**config.mk**
```make
export PLATFORM = sky130hd
export DESIGN_NAME = bcs_top
export DESIGN_NICKNAME = d
export VERILOG_FILES = /design/src/hw/bcs_chan_match.v /design/src/hw/bcs_top.v
export VERILOG_INCLUDE_DIRS = /design/src /design/src/hw
export SDC_FILE = /design/constraint.sdc
export NUM_CORES = 1
export LEC_CHECK = 0
export BUFFER_PORTS_ARGS = -buffer_cell sky130_fd_sc_hd__buf_2
export CORE_MARGIN = 3
export CORE_UTILIZATION = 47
export DETAILED_ROUTE_END_ITERATION = 8
export HOLD_SLACK_MARGIN = 0.1
export PLACE_DENSITY_LB_ADDON = 0.15
export RECOVER_POWER = 25
export SETUP_SLACK_MARGIN = 0.1
export SYNTH_ARGS = -nofsm -noshare
export SYNTH_HDL_FRONTEND = slang
export SYNTH_HIERARCHICAL = 1
export SYNTH_SLANG_ARGS = --single-unit
```
**constraint.sdc**
```tcl
create_clock -name ref_clk -period 2.6 [get_ports ref_clk]
set_clock_uncertainty 0.2 [all_clocks]
set_input_delay 0.13 -clock ref_clk [delete_from_list [all_inputs] [get_ports ref_clk]]
set_output_delay 0.13 -clock ref_clk [all_outputs]
set_load 0.01 [all_outputs]
```
**src/hw/bcs_map.vh**
```
// Register offsets, field positions, reset values and widths for break control.
`ifndef BCS_MAP_VH
`define BCS_MAP_VH
`define BCS_OFF_CONTROL   12'h000
`define BCS_OFF_COUNT     12'h004
`define BCS_OFF_DATA      12'h008
`define BCS_OFF_DMASK     12'h00C
`define BCS_OFF_IRQ_STAT  12'h010
`define BCS_OFF_IRQ_MASK  12'h014
`define BCS_CTRL_RESET    32'h00000000
`define BCS_CTRL_WMASK    32'h0030FCC9
`define BCS_BIT_ASMA      21
`define BCS_BIT_ASMB      20
`define BCS_BIT_FCA       15
`define BCS_BIT_FCB       14
`define BCS_BIT_FDA       13
`define BCS_BIT_FDB       12
`define BCS_BIT_TRACE     11
`define BCS_BIT_AFTA      10
`define BCS_BIT_BDATA     7
`define BCS_BIT_AFTB      6
`define BCS_BIT_CHAIN     3
`define BCS_BIT_CNTBRK    0
`define BCS_COUNT_W       12
`define BCS_COUNT_ONE     12'h001
`define BCS_IRQ_W         3
`endif

```
**src/hw/bcs_chan_match.v**
```verilog
// Channel compare: address, ASID and optional masked data.
`timescale 1ns/1ps
`default_nettype none
module bcs_chan_match #(
  parameter AW = 32,
  parameter DW = 32
) (
  input  wire [AW-1:0] bus_addr,     // Observed address.
  input  wire [AW-1:0] cmp_addr,     // Break address.
  input  wire [7:0]    bus_asid,     // Observed ASID.
  input  wire [7:0]    cmp_asid,     // Break ASID.
  input  wire          asid_ignore,  // ASID not checked.
  input  wire [DW-1:0] bus_data,     // Observed data.
  input  wire [DW-1:0] cmp_data,     // Break data.
  input  wire [DW-1:0] data_mask,    // One excludes a data bit.
  input  wire          data_use,     // Data in the condition.
  input  wire          cycle_ok,     // Bus cycle qualifies.
  output wire          hit           // Condition met.
);
  wire asid_ok;
  wire data_ok;
  assign asid_ok = asid_ignore | (bus_asid == cmp_asid);
  assign data_ok = ~data_use | (((bus_data ^ cmp_data) & ~data_mask) == {DW{1'b0}});
  assign hit = cycle_ok & (bus_addr == cmp_addr) & asid_ok & data_ok;
endmodule // bcs_chan_match
`default_nettype wire

```
**src/hw/bcs_top.v**
```verilog
// Break control settings block with APB register access.
`timescale 1ns/1ps
`default_nettype none
`include "bcs_map.vh"
// Operation
// Control register is 32-bit read/write, cleared to zero at reset.
// Reserved bits read zero; software writes zero there.
// Bit 21 set skips the channel A ASID check.
// Bit 20 set skips the channel B ASID check.
// Bit 15 sticky, set by channel A CPU match, cleared by writing 0.
// Bit 14 sticky, set by channel B CPU match, cleared by writing 0.
// Bit 13 sticky, set by channel A DMA match, cleared by writing 0.
// Bit 12 sticky, set by channel B DMA match, cleared by writing 0.
// Bit 11 enables PC tracing; reset value disables it.
// Bit 10 selects channel A break after execution when set.
// Bit 7 includes channel B data in its condition.
// Bit 6 selects channel B break after execution when set.
// Bit 3 set needs channel A match then channel B match.
// Bit 0 enables counted break on channel B only.
// Each counted B match above one decrements count; break on match at one, count stays one.
// Data mask bit one excludes that data bit from compare.
// Writing one to a match flag leaves it unchanged.
module bcs_top #(
  parameter AW = 32,
  parameter DW = 32
) (
  input  wire          ref_clk,       // System clock.
  input  wire          rst_b,         // Synchronous reset, active low.
  input  wire          psel,          // APB select.
  input  wire          penable,       // APB enable.
  input  wire          pwrite,        // APB write.
  input  wire [11:0]   paddr,         // APB byte address.
  input  wire [31:0]   pwdata,        // APB write data.
  output reg  [31:0]   prdata,        // APB read data.
  output reg           pready,        // APB ready.
  output reg           pslverr,       // APB error.
  input  wire          cyc_valid,     // Bus cycle observed.
  input  wire          cyc_is_dma,    // Cycle is a DMA cycle.
  input  wire [AW-1:0] cyc_addr,      // Cycle address.
  input  wire [7:0]    cyc_asid,      // Cycle ASID.
  input  wire [DW-1:0] cyc_data,      // Cycle data.
  input  wire [AW-1:0] chan_a_addr,   // Channel A break address.
  input  wire [AW-1:0] chan_b_addr,   // Channel B break address.
  input  wire [7:0]    chan_a_asid_value, // Channel A break ASID.
  input  wire [7:0]    chan_b_asid_value, // Channel B break ASID.
  output reg           break_req,     // Break request pulse.
  output reg           break_after_exec, // Break after execution.
  output reg           pc_trace_enable,  // PC trace enable level.
  output reg           irq            // Interrupt level.
);
  // ---------------------------------------------------------------
  // Register state
  // ---------------------------------------------------------------
  reg  [31:0]             ctrl_q;
  reg  [31:0]             ctrl_d;
  reg  [`BCS_COUNT_W-1:0] count_q;
  reg  [`BCS_COUNT_W-1:0] count_d;
  reg  [DW-1:0]           chan_b_break_data;
  reg  [DW-1:0]           chan_b_data_mask;
  reg                     seq_armed_q;
  reg                     seq_armed_d;
  reg  [`BCS_IRQ_W-1:0]   istat_q;
  reg  [`BCS_IRQ_W-1:0]   istat_d;
  reg  [`BCS_IRQ_W-1:0]   imask_q;
  wire                    hit_a;
  wire                    hit_b;
  wire                    wr_en;
  wire                    rd_en;
  reg                     brk_d;
  reg                     brk_after_d;
  reg  [`BCS_IRQ_W-1:0]   ev;
  reg  [31:0]             rdata_d;
  reg                     err_d;

  function is_reg;
    input [11:0] a;
    begin
      is_reg = (a == `BCS_OFF_CONTROL) | (a == `BCS_OFF_COUNT) |
               (a == `BCS_OFF_DATA) | (a == `BCS_OFF_DMASK) |
               (a == `BCS_OFF_IRQ_STAT) | (a == `BCS_OFF_IRQ_MASK);
    end
  endfunction

  assign wr_en = psel & penable & pwrite & ~pready;
  assign rd_en = psel & penable & ~pwrite & ~pready;

  // ---------------------------------------------------------------
  // Channel comparators
  // ---------------------------------------------------------------
  // Channel A ASID skip.
  bcs_chan_match #(.AW(AW), .DW(DW)) u_chan_a (
    .bus_addr    (cyc_addr),
    .cmp_addr    (chan_a_addr),
    .bus_asid    (cyc_asid),
    .cmp_asid    (chan_a_asid_value),
    .asid_ignore (ctrl_q[`BCS_BIT_ASMA]),
    .bus_data    (cyc_data),
    .cmp_data    ({DW{1'b0}}),
    .data_mask   ({DW{1'b1}}),
    .data_use    (1'b0),
    .cycle_ok    (cyc_valid),
    .hit         (hit_a)
  );

  // Channel B ASID skip; R11 R16 data compare with mask.
  bcs_chan_match #(.AW(AW), .DW(DW)) u_chan_b (
    .bus_addr    (cyc_addr),
    .cmp_addr    (chan_b_addr),
    .bus_asid    (cyc_asid),
    .cmp_asid    (chan_b_asid_value),
    .asid_ignore (ctrl_q[`BCS_BIT_ASMB]),
    .bus_data    (cyc_data),
    .cmp_data    (chan_b_break_data),
    .data_mask   (chan_b_data_mask),
    .data_use    (ctrl_q[`BCS_BIT_BDATA]),
    .cycle_ok    (cyc_valid),
    .hit         (hit_b)
  );

  // ---------------------------------------------------------------
  // Break and flag logic
  // ---------------------------------------------------------------
  always @* begin
    ctrl_d      = ctrl_q;
    count_d     = count_q;
    seq_armed_d = seq_armed_q;
    brk_d       = 1'b0;
    brk_after_d = 1'b0;
    ev          = {`BCS_IRQ_W{1'b0}};
    // Reserved bits never stored; R17 written ones keep flags.
    if (wr_en && paddr == `BCS_OFF_CONTROL) begin
      ctrl_d = (pwdata & `BCS_CTRL_WMASK & 32'hFFFF0FFF) |
               (ctrl_q & pwdata & 32'h0000F000);
    end
    if (wr_en && paddr == `BCS_OFF_COUNT) begin
      count_d = pwdata[`BCS_COUNT_W-1:0];
    end
    // Sticky flag set wins over clear.
    if (hit_a && !cyc_is_dma) ctrl_d[`BCS_BIT_FCA] = 1'b1;
    if (hit_b && !cyc_is_dma) ctrl_d[`BCS_BIT_FCB] = 1'b1;
    if (hit_a && cyc_is_dma)  ctrl_d[`BCS_BIT_FDA] = 1'b1;
    if (hit_b && cyc_is_dma)  ctrl_d[`BCS_BIT_FDB] = 1'b1;
    // Sequential or independent combination.
    if (ctrl_q[`BCS_BIT_CHAIN]) begin
      if (hit_a) seq_armed_d = 1'b1;
      if (hit_b && seq_armed_q) begin
        brk_d       = 1'b1;
        brk_after_d = ctrl_q[`BCS_BIT_AFTB];
        seq_armed_d = 1'b0;
      end
    end else begin
      seq_armed_d = 1'b0;
      if (hit_a) begin
        brk_d = 1'b1;
        // Channel A timing select.
        brk_after_d = ctrl_q[`BCS_BIT_AFTA];
      end
      if (hit_b) begin
        brk_d = 1'b1;
        // Channel B timing select.
        brk_after_d = brk_after_d | ctrl_q[`BCS_BIT_AFTB];
      end
    end
    // Counted break on channel B.
    if (ctrl_q[`BCS_BIT_CNTBRK] && hit_b &&
        (!ctrl_q[`BCS_BIT_CHAIN] || seq_armed_q)) begin
      if (count_q != `BCS_COUNT_ONE) begin
        if (count_q != {`BCS_COUNT_W{1'b0}})
          count_d = count_q - `BCS_COUNT_ONE;
        if (!hit_a || ctrl_q[`BCS_BIT_CHAIN]) brk_d = 1'b0;
        if (!ctrl_q[`BCS_BIT_CHAIN] && hit_a)
          brk_after_d = ctrl_q[`BCS_BIT_AFTA];
      end
    end
    ev[0] = hit_a;
    ev[1] = hit_b;
    ev[2] = brk_d;
  end

  always @* begin
    istat_d = istat_q;
    if (wr_en && paddr == `BCS_OFF_IRQ_STAT)
      istat_d = istat_q & ~pwdata[`BCS_IRQ_W-1:0];
    istat_d = istat_d | ev;
  end

  always @* begin
    rdata_d = 32'h00000000;
    err_d   = ~is_reg(paddr);
    case (paddr)
      `BCS_OFF_CONTROL:  rdata_d = ctrl_q;
      `BCS_OFF_COUNT:    rdata_d = {20'h00000, count_q};
      `BCS_OFF_DATA:     rdata_d = chan_b_break_data;
      `BCS_OFF_DMASK:    rdata_d = chan_b_data_mask;
      `BCS_OFF_IRQ_STAT: rdata_d = {29'h00000000, istat_q};
      `BCS_OFF_IRQ_MASK: rdata_d = {29'h00000000, imask_q};
      default:           rdata_d = 32'h00000000;
    endcase
  end

  // ---------------------------------------------------------------
  // Flip-flops
  // ---------------------------------------------------------------
  always @(posedge ref_clk) begin
    if (!rst_b) begin
      // Reset clears the control register.
      ctrl_q            <= `BCS_CTRL_RESET;
      count_q           <= {`BCS_COUNT_W{1'b0}};
      chan_b_break_data <= {DW{1'b0}};
      chan_b_data_mask  <= {DW{1'b0}};
      seq_armed_q       <= 1'b0;
      istat_q           <= {`BCS_IRQ_W{1'b0}};
      imask_q           <= {`BCS_IRQ_W{1'b0}};
      prdata            <= 32'h00000000;
      pready            <= 1'b0;
      pslverr           <= 1'b0;
      break_req         <= 1'b0;
      break_after_exec  <= 1'b0;
      pc_trace_enable   <= 1'b0;
      irq               <= 1'b0;
    end else begin
      ctrl_q      <= ctrl_d;
      count_q     <= count_d;
      seq_armed_q <= seq_armed_d;
      istat_q     <= istat_d;
      if (wr_en && paddr == `BCS_OFF_DATA)
        chan_b_break_data <= pwdata[DW-1:0];
      if (wr_en && paddr == `BCS_OFF_DMASK)
        chan_b_data_mask <= pwdata[DW-1:0];
      if (wr_en && paddr == `BCS_OFF_IRQ_MASK)
        imask_q <= pwdata[`BCS_IRQ_W-1:0];
      pready  <= psel & penable & ~pready;
      pslverr <= psel & penable & ~pready & err_d;
      if (rd_en)
        prdata <= rdata_d;
      break_req        <= brk_d;
      break_after_exec <= brk_after_d;
      // Trace enable follows its bit.
      pc_trace_enable  <= ctrl_d[`BCS_BIT_TRACE];
      irq              <= |(istat_d & imask_q);
    end
  end
endmodule // bcs_top
`default_nettype wire

```
======== After elaboration in Yosys (flattened, before gate mapping) ========
Index checks and enable logic that the tools add are counted.
word-level totals
  bits in registers ....................... 142
operators by class
  bitwise operators ....................... 36
  multiplexer cells ....................... 26
  reduce and logical (&&, ||, !) cells .... 28
  add/sub/neg operators ................... 1
  eq/ne operators ......................... 10
operators with widths
  kind                                                    number
  case mux 32 bit (6 select lines)                        1
  == test 32 bit                                          2
  2-to-1 mux 12 bit                                       4
  bitwise AND 32 bit                                      1
  logical NOT 32 bit                                      1
  NOT 32 bit                                              1
  XOR 32 bit                                              1
  == test 12 x 4 -> 1 bit, second input constant          2
  == test 12 x 5 -> 1 bit, second input constant          2
  bitwise OR 22 x 16 -> 22 bit                            1
  2-to-1 mux 1 bit                                        19
  bitwise AND 16 bit                                      1
  == test 8 bit                                           2
  2-to-1 mux 16 bit                                       1
  logical AND 1 bit                                       14
  bitwise AND 1 bit                                       12
  == test 12 x 3 -> 1 bit, second input constant          1
  logical NOT 12 bit                                      1
  inequality test 12 x 1 -> 1 bit, second input constant  1
  nonzero test 12 bit                                     1
  subtractor 12 x 1 -> 12 bit, second input constant      1
  bitwise OR 1 bit                                        9
  nonzero test 2 bit                                      4
  bitwise AND 3 bit                                       2
  other kinds (7)                                         16

======== Longest topological paths before layout ========
Gate-level depths: netlist of run 1.
  depth in word-level cells ............... 14
  mapped depth ............................ 11

======== Cells and area by module ========
Netlist of run 1, hierarchy kept.
modules (own cells, without submodules)
  module          cells each  area each (µm²)  times used
  bcs_top         703         5651.7           1
  bcs_chan_match  111         865.8            2

======== Worst setup path before layout of run 1 ========
OpenSTA, ideal clock, no wires.
  kind .................................... register to register
  start point ............................. register chan_b_break_data[23]
  end point ............................... register count_q[10]
  period minus slack after synthesis ...... 2868 ps
  library setup time ...................... 119 ps
  data required time ...................... 2281 ps
  path slack .............................. -268 ps
  stages on the path, launching flop included .. 11
  data arrival time ....................... 2549 ps
  cell sequence ........................... dfxtp_1 xnor2_1 o22ai_1 nor4_1 nand4_1 a2111oi_2 clkbuf_1 nand3_1 nor2_1 a31oi_1 o221a_1
on the way
  word-level cells in the longest chain between the ends .. 8
RTL lines
  what                            line                 RTL
  from (decl)                     bcs_top.v:58         reg [DW-1:0] chan_b_break_data;
  from (signal assigned)          bcs_top.v:209        chan_b_break_data <= {DW{1'b0}};
  from (signal assigned)          bcs_top.v:227        chan_b_break_data <= pwdata[DW-1:0];
  XOR 32 bit                      bcs_chan_match.v:23  assign data_ok = ~data_use | (((bus_data ^ cmp_data) & ~data_mask) == {DW{1'b0}});
  bitwise AND 32 bit              bcs_chan_match.v:23
  logical NOT 32 bit              bcs_chan_match.v:23
  bitwise OR 1 bit                bcs_chan_match.v:23
  bitwise AND 1 bit               bcs_chan_match.v:24  assign hit = cycle_ok & (bus_addr == cmp_addr) & asid_ok & data_ok;
  net hit_b                       bcs_top.v:66         wire hit_b;
  logical AND 1 bit (2 in a row)  bcs_top.v:165        if (ctrl_q[`BCS_BIT_CNTBRK] && hit_b &&
  2-to-1 mux 12 bit               bcs_top.v:165
  to (signal assigned)            bcs_top.v:208        count_q <= {`BCS_COUNT_W{1'b0}};
  to (signal assigned)            bcs_top.v:223        count_q <= count_d;
  to (decl)                       bcs_top.v:56         reg [`BCS_COUNT_W-1:0] count_q;
The timed path passes the listed nets, and every way through them passes these cells.
A chain may end at the register's enable or synchronous reset.

======== Worst setup path after layout of run 1 ========
  start point ............................. register chan_b_break_data[29]
  end point ............................... register count_q[2]
Same word-level chain as after synthesis.

==> results.cfg, run 1 <==
[status]
status = finished, violations left
violations = negative setup slack

[clocking]
cts_tree = yes
root_buffer = clkbuf_16
clk_latency_ns = 0.42
numCtsBuffers = 17
cts_buffer_depth = 2
cts.clk_slew.worst_paths_ns = 0.06
htreeDepth = 4
cts_sinks = 132

[finish]
final_cell_mix = buf_2 (202), nand2_1 (189), buf_4 (125)
final.fill_count = 1211
fin_nets = 1584
final_util = 0.7382
drive_above_1_share = 0.3201
syn2layout_area_growth_pct = 52.55
final_cells = 1603
mostFrequentLayoutCell = buf_2
stdcell_area_sq_um = 11260

[setup_path]
worst-setup-path-type = reg -> reg
cp_common_cell = buf_4
arrival_ns = 3.06
r2r_start = chan_b_break_data[29]$_SDFFE_PN0P_
cp.required_ns = 2.73
reg2regPathDepth = 12
cp-end-kind = register
critPathSlowestCell = a2111oi_4
cp_slowest_stage_delay_ns = 0.43
reg2reg_to = count_q[2]$_SDFF_PN0_
crit_chain = xnor2_2, o22ai_2, nor4_2, buf_4, nand4_1, a2111oi_4, buf_4, and3_4, nand2_4, buf_6, o21a_1, o221ai_1
startpoint_type = register
worstPathMaxFanout = 8
cpLargestDelayFamily = compound AO/OA/AOI/OAI gates
path_depth = 12
r2r_slack_ns = -0.32
crit_buf_inv = 3

[timing]
period_share = 1.124
setup_violations = 18
fmax_ghz = 0.3422
post-route-min-period_ns = 2.922
tightest_slew_ns = 0.7579
hold_viol_final = 0
slew_violations = 0
max_slew_margin = 0.4947
setup_ws_ns = -0.3220
rsz0062_at_grt = yes

[hold_path]
whs_endpoint = pslverr$_SDFF_PN0_
hold_path_class = in -> reg
min_from = paddr[0]
holdPathStages = 5

[logic_synthesis]
netlist_instances = 925
ys_seq_elements = 132
synth_edf_count = 0
netlist_area_sq_um = 7383
yosysTopAreaCellShare = 0.3579
ys.warnings.count = 6
synthTopCellsByArea = dfxtp_1 (36%), xnor2_1 (11%), nand2_1 (9.8%), a21oi_1 (6.6%), xor2_1 (5.0%)
ys.flop_type = dfxtp_1
ys_types = 60
async_flop_share = 0
postSynthAreaPerCell_sq_um = 7.982
synth-seq-area-share = 0.3579
synth_top_cell_by_area = dfxtp_1

[die]
die-area_sq_um = 17250
die-width_um = 131.3
die_h_um = 131.3
core_area_sq_um = 15260
io_pins = 241
row_count = 45
start_util = 0.4839

[route]
avgViaCountPerCell = 5.284
via_count = 8470
wirelength_mm = 26.79
wire_per_inst_um = 16.71
drt_iter0_markers = 563
drtAntennaViolNets = 0
dr.pass1.iters = 5
drc = 0

[power_and_ir_drop]
clkPwrFrac = 0.474
switching_share = 0.2386
p_switching_uw = 1224
p_seq_frac = 0.395
power_uw = 5128
power.internal_uw = 3904
p_per_area_nw_per_um2 = 455.3
leakage_uw = 0.004541
power_frac_comb = 0.131
max-vdd-ir-drop_mv = 0.5023

[placed_design]
dp.cells = 1519
hpwlAfterDp_mm = 18.96
gp_congestion = 0.9312
placed_area_sq_um = 9906
port_buffers = 240

[global_route]
overflow = 0
grt_pass1_wl_mm = 41.14
grt_pass1_vias = 8303
antenna_found_initial = 2
grt_start_max_net_pins = 63
grt_util_all_layers = 0.2966

[run]
max_cap_viol_count = 0
metal layers:
layer / up-vias / part of all wire / global-route usage
li1: 4108 / - / -
met3: 63 / 0.080 / 0.07044
met4: 0 / 0.034 / 0.1424
met5: - / 0 / 0
met1: 3928 / 0.38 / 0.3370
met2: 371 / 0.50 / 0.5233
timing repair:
action                                  4_1_cts  5_1_grt
endpoints found under the setup margin       20       38
pin swaps                                    16       28
hold buffers                                 42        0
cloned                                        0        0
endpoints found under the hold margin       100        0
setup buffers                                 3        7
gates resized for setup                      18       47
power by group through the flow:
stage	clock, uW	sequential (uW)	combinational [uW]
floorplan	0	2070	281
global placement	0	2070	581
detailed placement	0	2070	588
CTS	2440	2030	639
global route	2540	2030	726
finish	2430	2030	672
worst max-delay path by stage:
stage               slack (ns)                     to                                from
floorplan                  0.1  count_q[5]$_SDFF_PN0_  chan_b_break_data[22]$_SDFFE_PN0P_
global placement         -0.40  count_q[2]$_SDFF_PN0_  chan_b_break_data[24]$_SDFFE_PN0P_
detailed placement       -0.45  count_q[2]$_SDFF_PN0_  chan_b_break_data[24]$_SDFFE_PN0P_
CTS                      -0.26  count_q[5]$_SDFF_PN0_  chan_b_break_data[31]$_SDFFE_PN0P_
global route             -0.44  count_q[2]$_SDFF_PN0_  chan_b_break_data[29]$_SDFFE_PN0P_
finish                   -0.32  count_q[2]$_SDFF_PN0_  chan_b_break_data[29]$_SDFFE_PN0P_
logic make-up (layout without fill, tap and decap cells):
group | count (synthesis) | count (layout) | synth area share
flip-flops | 132 | 132 | 0.3579
AND/OR/NAND/NOR | 322 | 322 | 0.2017
adder cells (fa/ha/maj) | 3 | 3 | 0.005084
multiplexers | 33 | 33 | 0.04474
AO/OA/AOI/OAI | 235 | 235 | 0.1920
buffers and inverters | 60 | 462 | 0.03389
XOR/XNOR | 138 | 138 | 0.1637
other | 2 | 67 | 0.001017
state kept, by name, indices dropped and copies added (netlist names):
name,count
istat_q,3
ctrl_q,12
prdata,32
pready,1
imask_q,3
chan_b_data_mask,32
break_req,1
seq_armed_q,1
break_after_exec,1
irq,1
count_q,12
chan_b_break_data,32
pslverr,1
cell type report:
cell class | count | area [sq um] | share of cell area
antenna | 2 | 5.005 | 0.0004443
clock buffer | 24 | 501.7 | 0.04455
inverter | 12 | 45.04 | 0.003999
clock inverter | 7 | 96.34 | 0.008554
tap | 211 | 264.0 | 0.02344
sequential | 132 | 2669 | 0.2369
timing repair buffer | 419 | 2660 | 0.2362
multi-input combinational | 796 | 5022 | 0.4459
synthesized netlist by cell type (all sizes together), types with 3 or more instances:
cell       n
nand4b     3
nor2      31
nand2    194
a21oi     98
xor2      42
o221a      4
o21ai     47
clkbuf    41
a21boi     3
and3       3
a2111oi    3
o22ai     37
dfxtp    132
nor4      25
o211ai     3
o21a       7
inv       12
nor2b      4
nor3      14
nand2b     5
nand3     11
or4        4
ha         3
and2       3
mux2i     33
a221oi     7
nand4     14
buf        7
a211oi     3
a22oi      3
a31oi      8
xnor2     96
stage by stage:
stage                     setup slack (ns)  hold WS, ns  setup TNS (ns)
after floorplan                    0.09686      0.05844               0
after global placement             -0.3990       0.1813          -5.205
after detailed placement           -0.4475       0.1856          -5.929
after CTS                          -0.2601       0.1265          -3.014
after global routing               -0.4382       0.1809          -5.394
final                              -0.3220       0.1506          -4.136
worst register-to-register path: cells and delay by family (launching register included):
family / cells / cell delay [ns]
flip-flops: 1 / 0.33
XOR/XNOR: 1 / 0.14
buffers and inverters: 3 / 0.49
AO/OA/AOI/OAI: 4 / 0.87
AND/OR/NAND/NOR: 4 / 0.79
(Power assumes the default switching activity.)
==> run 2: changes to the inputs <==
Settings changed: ABC_AREA from default to 1, CORE_UTILIZATION 47 to 49.
==> results.cfg, run 2 <==
[route]
drc = 0
wire_per_inst_um = 13.73
drtAntennaViolNets = 0
dr.pass1.iters = 7
wirelength_mm = 28.81
avgViaCountPerCell = 4.884
drt_iter0_markers = 848
via_count = 10251

[logic_synthesis]
ys.warnings.count = 6
ys_types = 42
synth_compound_area_frac = 0.1454
yosysMostFrequentCell = nand2_1
synth_top_family_by_area = simple AND/OR/NAND/NOR gates
netlist_area_sq_um = 8889
synth-seq-area-share = 0.2973
synth_edf_count = 0
synth_top_cell_by_area = dfxtp_1
netlist_instances = 1495
yosysTopAreaCellShare = 0.2973
async_flop_share = 0
synth-xor-area-share = 0.03350
ys_seq_elements = 132
synth-simple-area-share = 0.3964
ys.flop_type = dfxtp_1
yosys-top-cells-count = nand2_1 (503), inv_1 (197), nor2_1 (140)
synthMuxAreaShare = 0
postSynthAreaPerCell_sq_um = 5.946
synthTopCellsByArea = dfxtp_1 (30%), nand2_1 (21%), inv_1 (8.3%), a21oi_1 (6.4%), nor2_1 (5.9%)
synth_fa_ha_area_frac = 0.004223

[power_and_ir_drop]
p_per_area_nw_per_um2 = 440.7
max-vdd-ir-drop_mv = 0.4937
p_switching_uw = 1323
power.internal_uw = 3782
power_frac_comb = 0.137
p_seq_frac = 0.397
clkPwrFrac = 0.466
leakage_uw = 0.005745
switching_share = 0.2591

[finish]
final_cells = 2099
drive_above_1_share = 0.1686
register_area_sq_um = 2648
final.fill_count = 1662
reg.largest.list = chan_b_break_data x32, chan_b_data_mask x32, prdata x32
diodes = 0
final_cell_mix = nand2_1 (503), buf_2 (202), inv_1 (197)
fin_nets = 2068
syn2layout_area_growth_pct = 30.31
mostFrequentLayoutCell = nand2_1
multi_input_area_sq_um = 5547

[setup_path]
cp.required_ns = 2.72
cp-end-kind = register
startpoint = chan_b_break_data[0]$_SDFFE_PN0P_
worst-setup-path-type = reg -> reg
worstPathMaxFanout = 7
startpoint_type = register
r2r_start = chan_b_break_data[0]$_SDFFE_PN0P_
arrival_ns = 2.45

[clocking]
cts_tree = yes
htreeDepth = 4
clk_latency_ns = 0.43
cts.clk_slew.worst_paths_ns = 0.06
numCtsBuffers = 17
cts_sinks = 132
root_buffer = clkbuf_16
cts_buffer_depth = 2

[timing]
setup_violations = 0
rsz0062_at_grt = no
totalNegativeSetupSlack_ns = 0
slew_violations = 0
max_slew_margin = 0.5310
fmax_ghz = 0.4309
hold_viol_final = 0
post-route-min-period_ns = 2.321
setup_ws_ns = 0.2790
tightest_slew_ns = 0.7025
period_share = 0.8927

[hold_path]
min_from = paddr[5]
hold_path_class = in -> reg

[global_route]
grt_start_max_net_pins = 55
grt_pass1_vias = 9577
antenna_found_initial = 0
overflow = 0
grt_util_all_layers = 0.2851
grt_pass1_wl_mm = 45.86

[placed_design]
dp.cells = 2029
gp_congestion = 0.8939
pre_cts_ws_ns = 0.1267
hpwlAfterDp_mm = 21.11
port_buffers = 240

[die]
io_pins = 241
die_h_um = 140.7
start_util = 0.5068
die-area_sq_um = 19790
row_count = 48
die-width_um = 140.7
core_area_sq_um = 17540

[run]
max_cap_viol_count = 0

[status]
status = finished clean
## run 2: changes by cell type after synthesis, sizes merged, moves of 17 or more
| cell | previous run | this run |
|---|---|---|
| nor4 | 25 | 0 |
| o22ai | 37 | 0 |
| buf | 7 | 24 |
| nand2 | 194 | 513 |
| o21ai | 47 | 111 |
| nor2 | 31 | 156 |
| xor2 | 42 | 3 |
| xnor2 | 96 | 31 |
| a21oi | 98 | 121 |
| inv | 12 | 207 |
| mux2i | 33 | 0 |
| or2 | 2 | 28 |
| clkbuf | 41 | 20 |
| nand3 | 11 | 75 |
## run 2: power groups by stage
stage	registers, uW	clock network (uW)	logic, uW
after floorplan	2070	0	337
after global placement	2070	0	616
after detailed placement	2070	0	625
after CTS	2030	2400	674
after global routing	2020	2470	787
final	2030	2380	701
## run 2: per-layer routing
metal  GRT usage  vias to the layer above  routed length (um)
met5           0                        -                   0
met4      0.1056                        0                 818
met3     0.05020                       58                2169
met2      0.4786                      406               13640
met1      0.3672                     4502               12180
li1            -                     5285                   -
## run 2: stage by stage
stage | utilization | instance area, sq um | total power, uW | hold WS, ns
6_report | 0.6605 | 11580 | 5105 | 0.1706
5_1_grt | 0.6605 | 11580 | 5287 | 0.2003
4_1_cts | 0.6604 | 11580 | 5098 | 0.1141
3_5_place_dp | 0.6052 | 10610 | 2695 | 0.1918
3_3_place_gp | 0.6052 | 10610 | 2686 | 0.1920
2_1_floorplan | - | 9245 | 2408 | 0.07208
## run 2: path summary, 6_finish.rpt
path | end | slack (ns) | cells past startpoint
setup / recovery | count_q[4]$_SDFF_PN0_ | 0.28 | 18
hold / removal | imask_q[2]$_SDFFE_PN0P_ | 0.17 | 7
setup reg to reg | count_q[4]$_SDFF_PN0_ | 0.28 | 18
hold reg to reg | prdata[5]$_SDFFE_PN0P_ | 0.26 | 2
## run 2: logic make-up after synthesis
logic type / after synthesis
simple gates: 820
compound gates: 243
buf+inv: 261
xor+xnor: 34
fa+ha+maj: 3
flops: 132
other cells: 2
## run 2: cell type report
class | instances | area share
well taps | 225 | 0.02431
clock inverters | 12 | 0.01134
repair buffers | 297 | 0.1465
multi-input cells | 1197 | 0.4789
clock buffers | 19 | 0.03911
inverters | 217 | 0.07130
flip-flops and latches | 132 | 0.2286
## run 2: repair_timing
item                                    4_1_cts  5_1_grt
hold buffers                                 38        0
setup buffers                                 0        1
endpoints found under the hold margin       113        0
pin swaps                                     2        8
resized for setup                             2       18
endpoints found under the setup margin        1       12
## run 2: worst max-delay path, stage by stage (launching register included)
cell and delay, ns:
dfxtp_1 0.33, or2_0 0.21, nand2_1 0.10, nand2_1 0.08, nor2_2 0.13, nand2_1 0.06
nor2_1 0.10, nand2_1 0.09, nand2_1 0.06, nand2_1 0.06, inv_2 0.08, o21ai_4 0.07
nor2_4 0.12, nand2_4 0.10, buf_6 0.15, o21ai_0 0.15, inv_1 0.06, nand2_1 0.05
inv_1 0.03
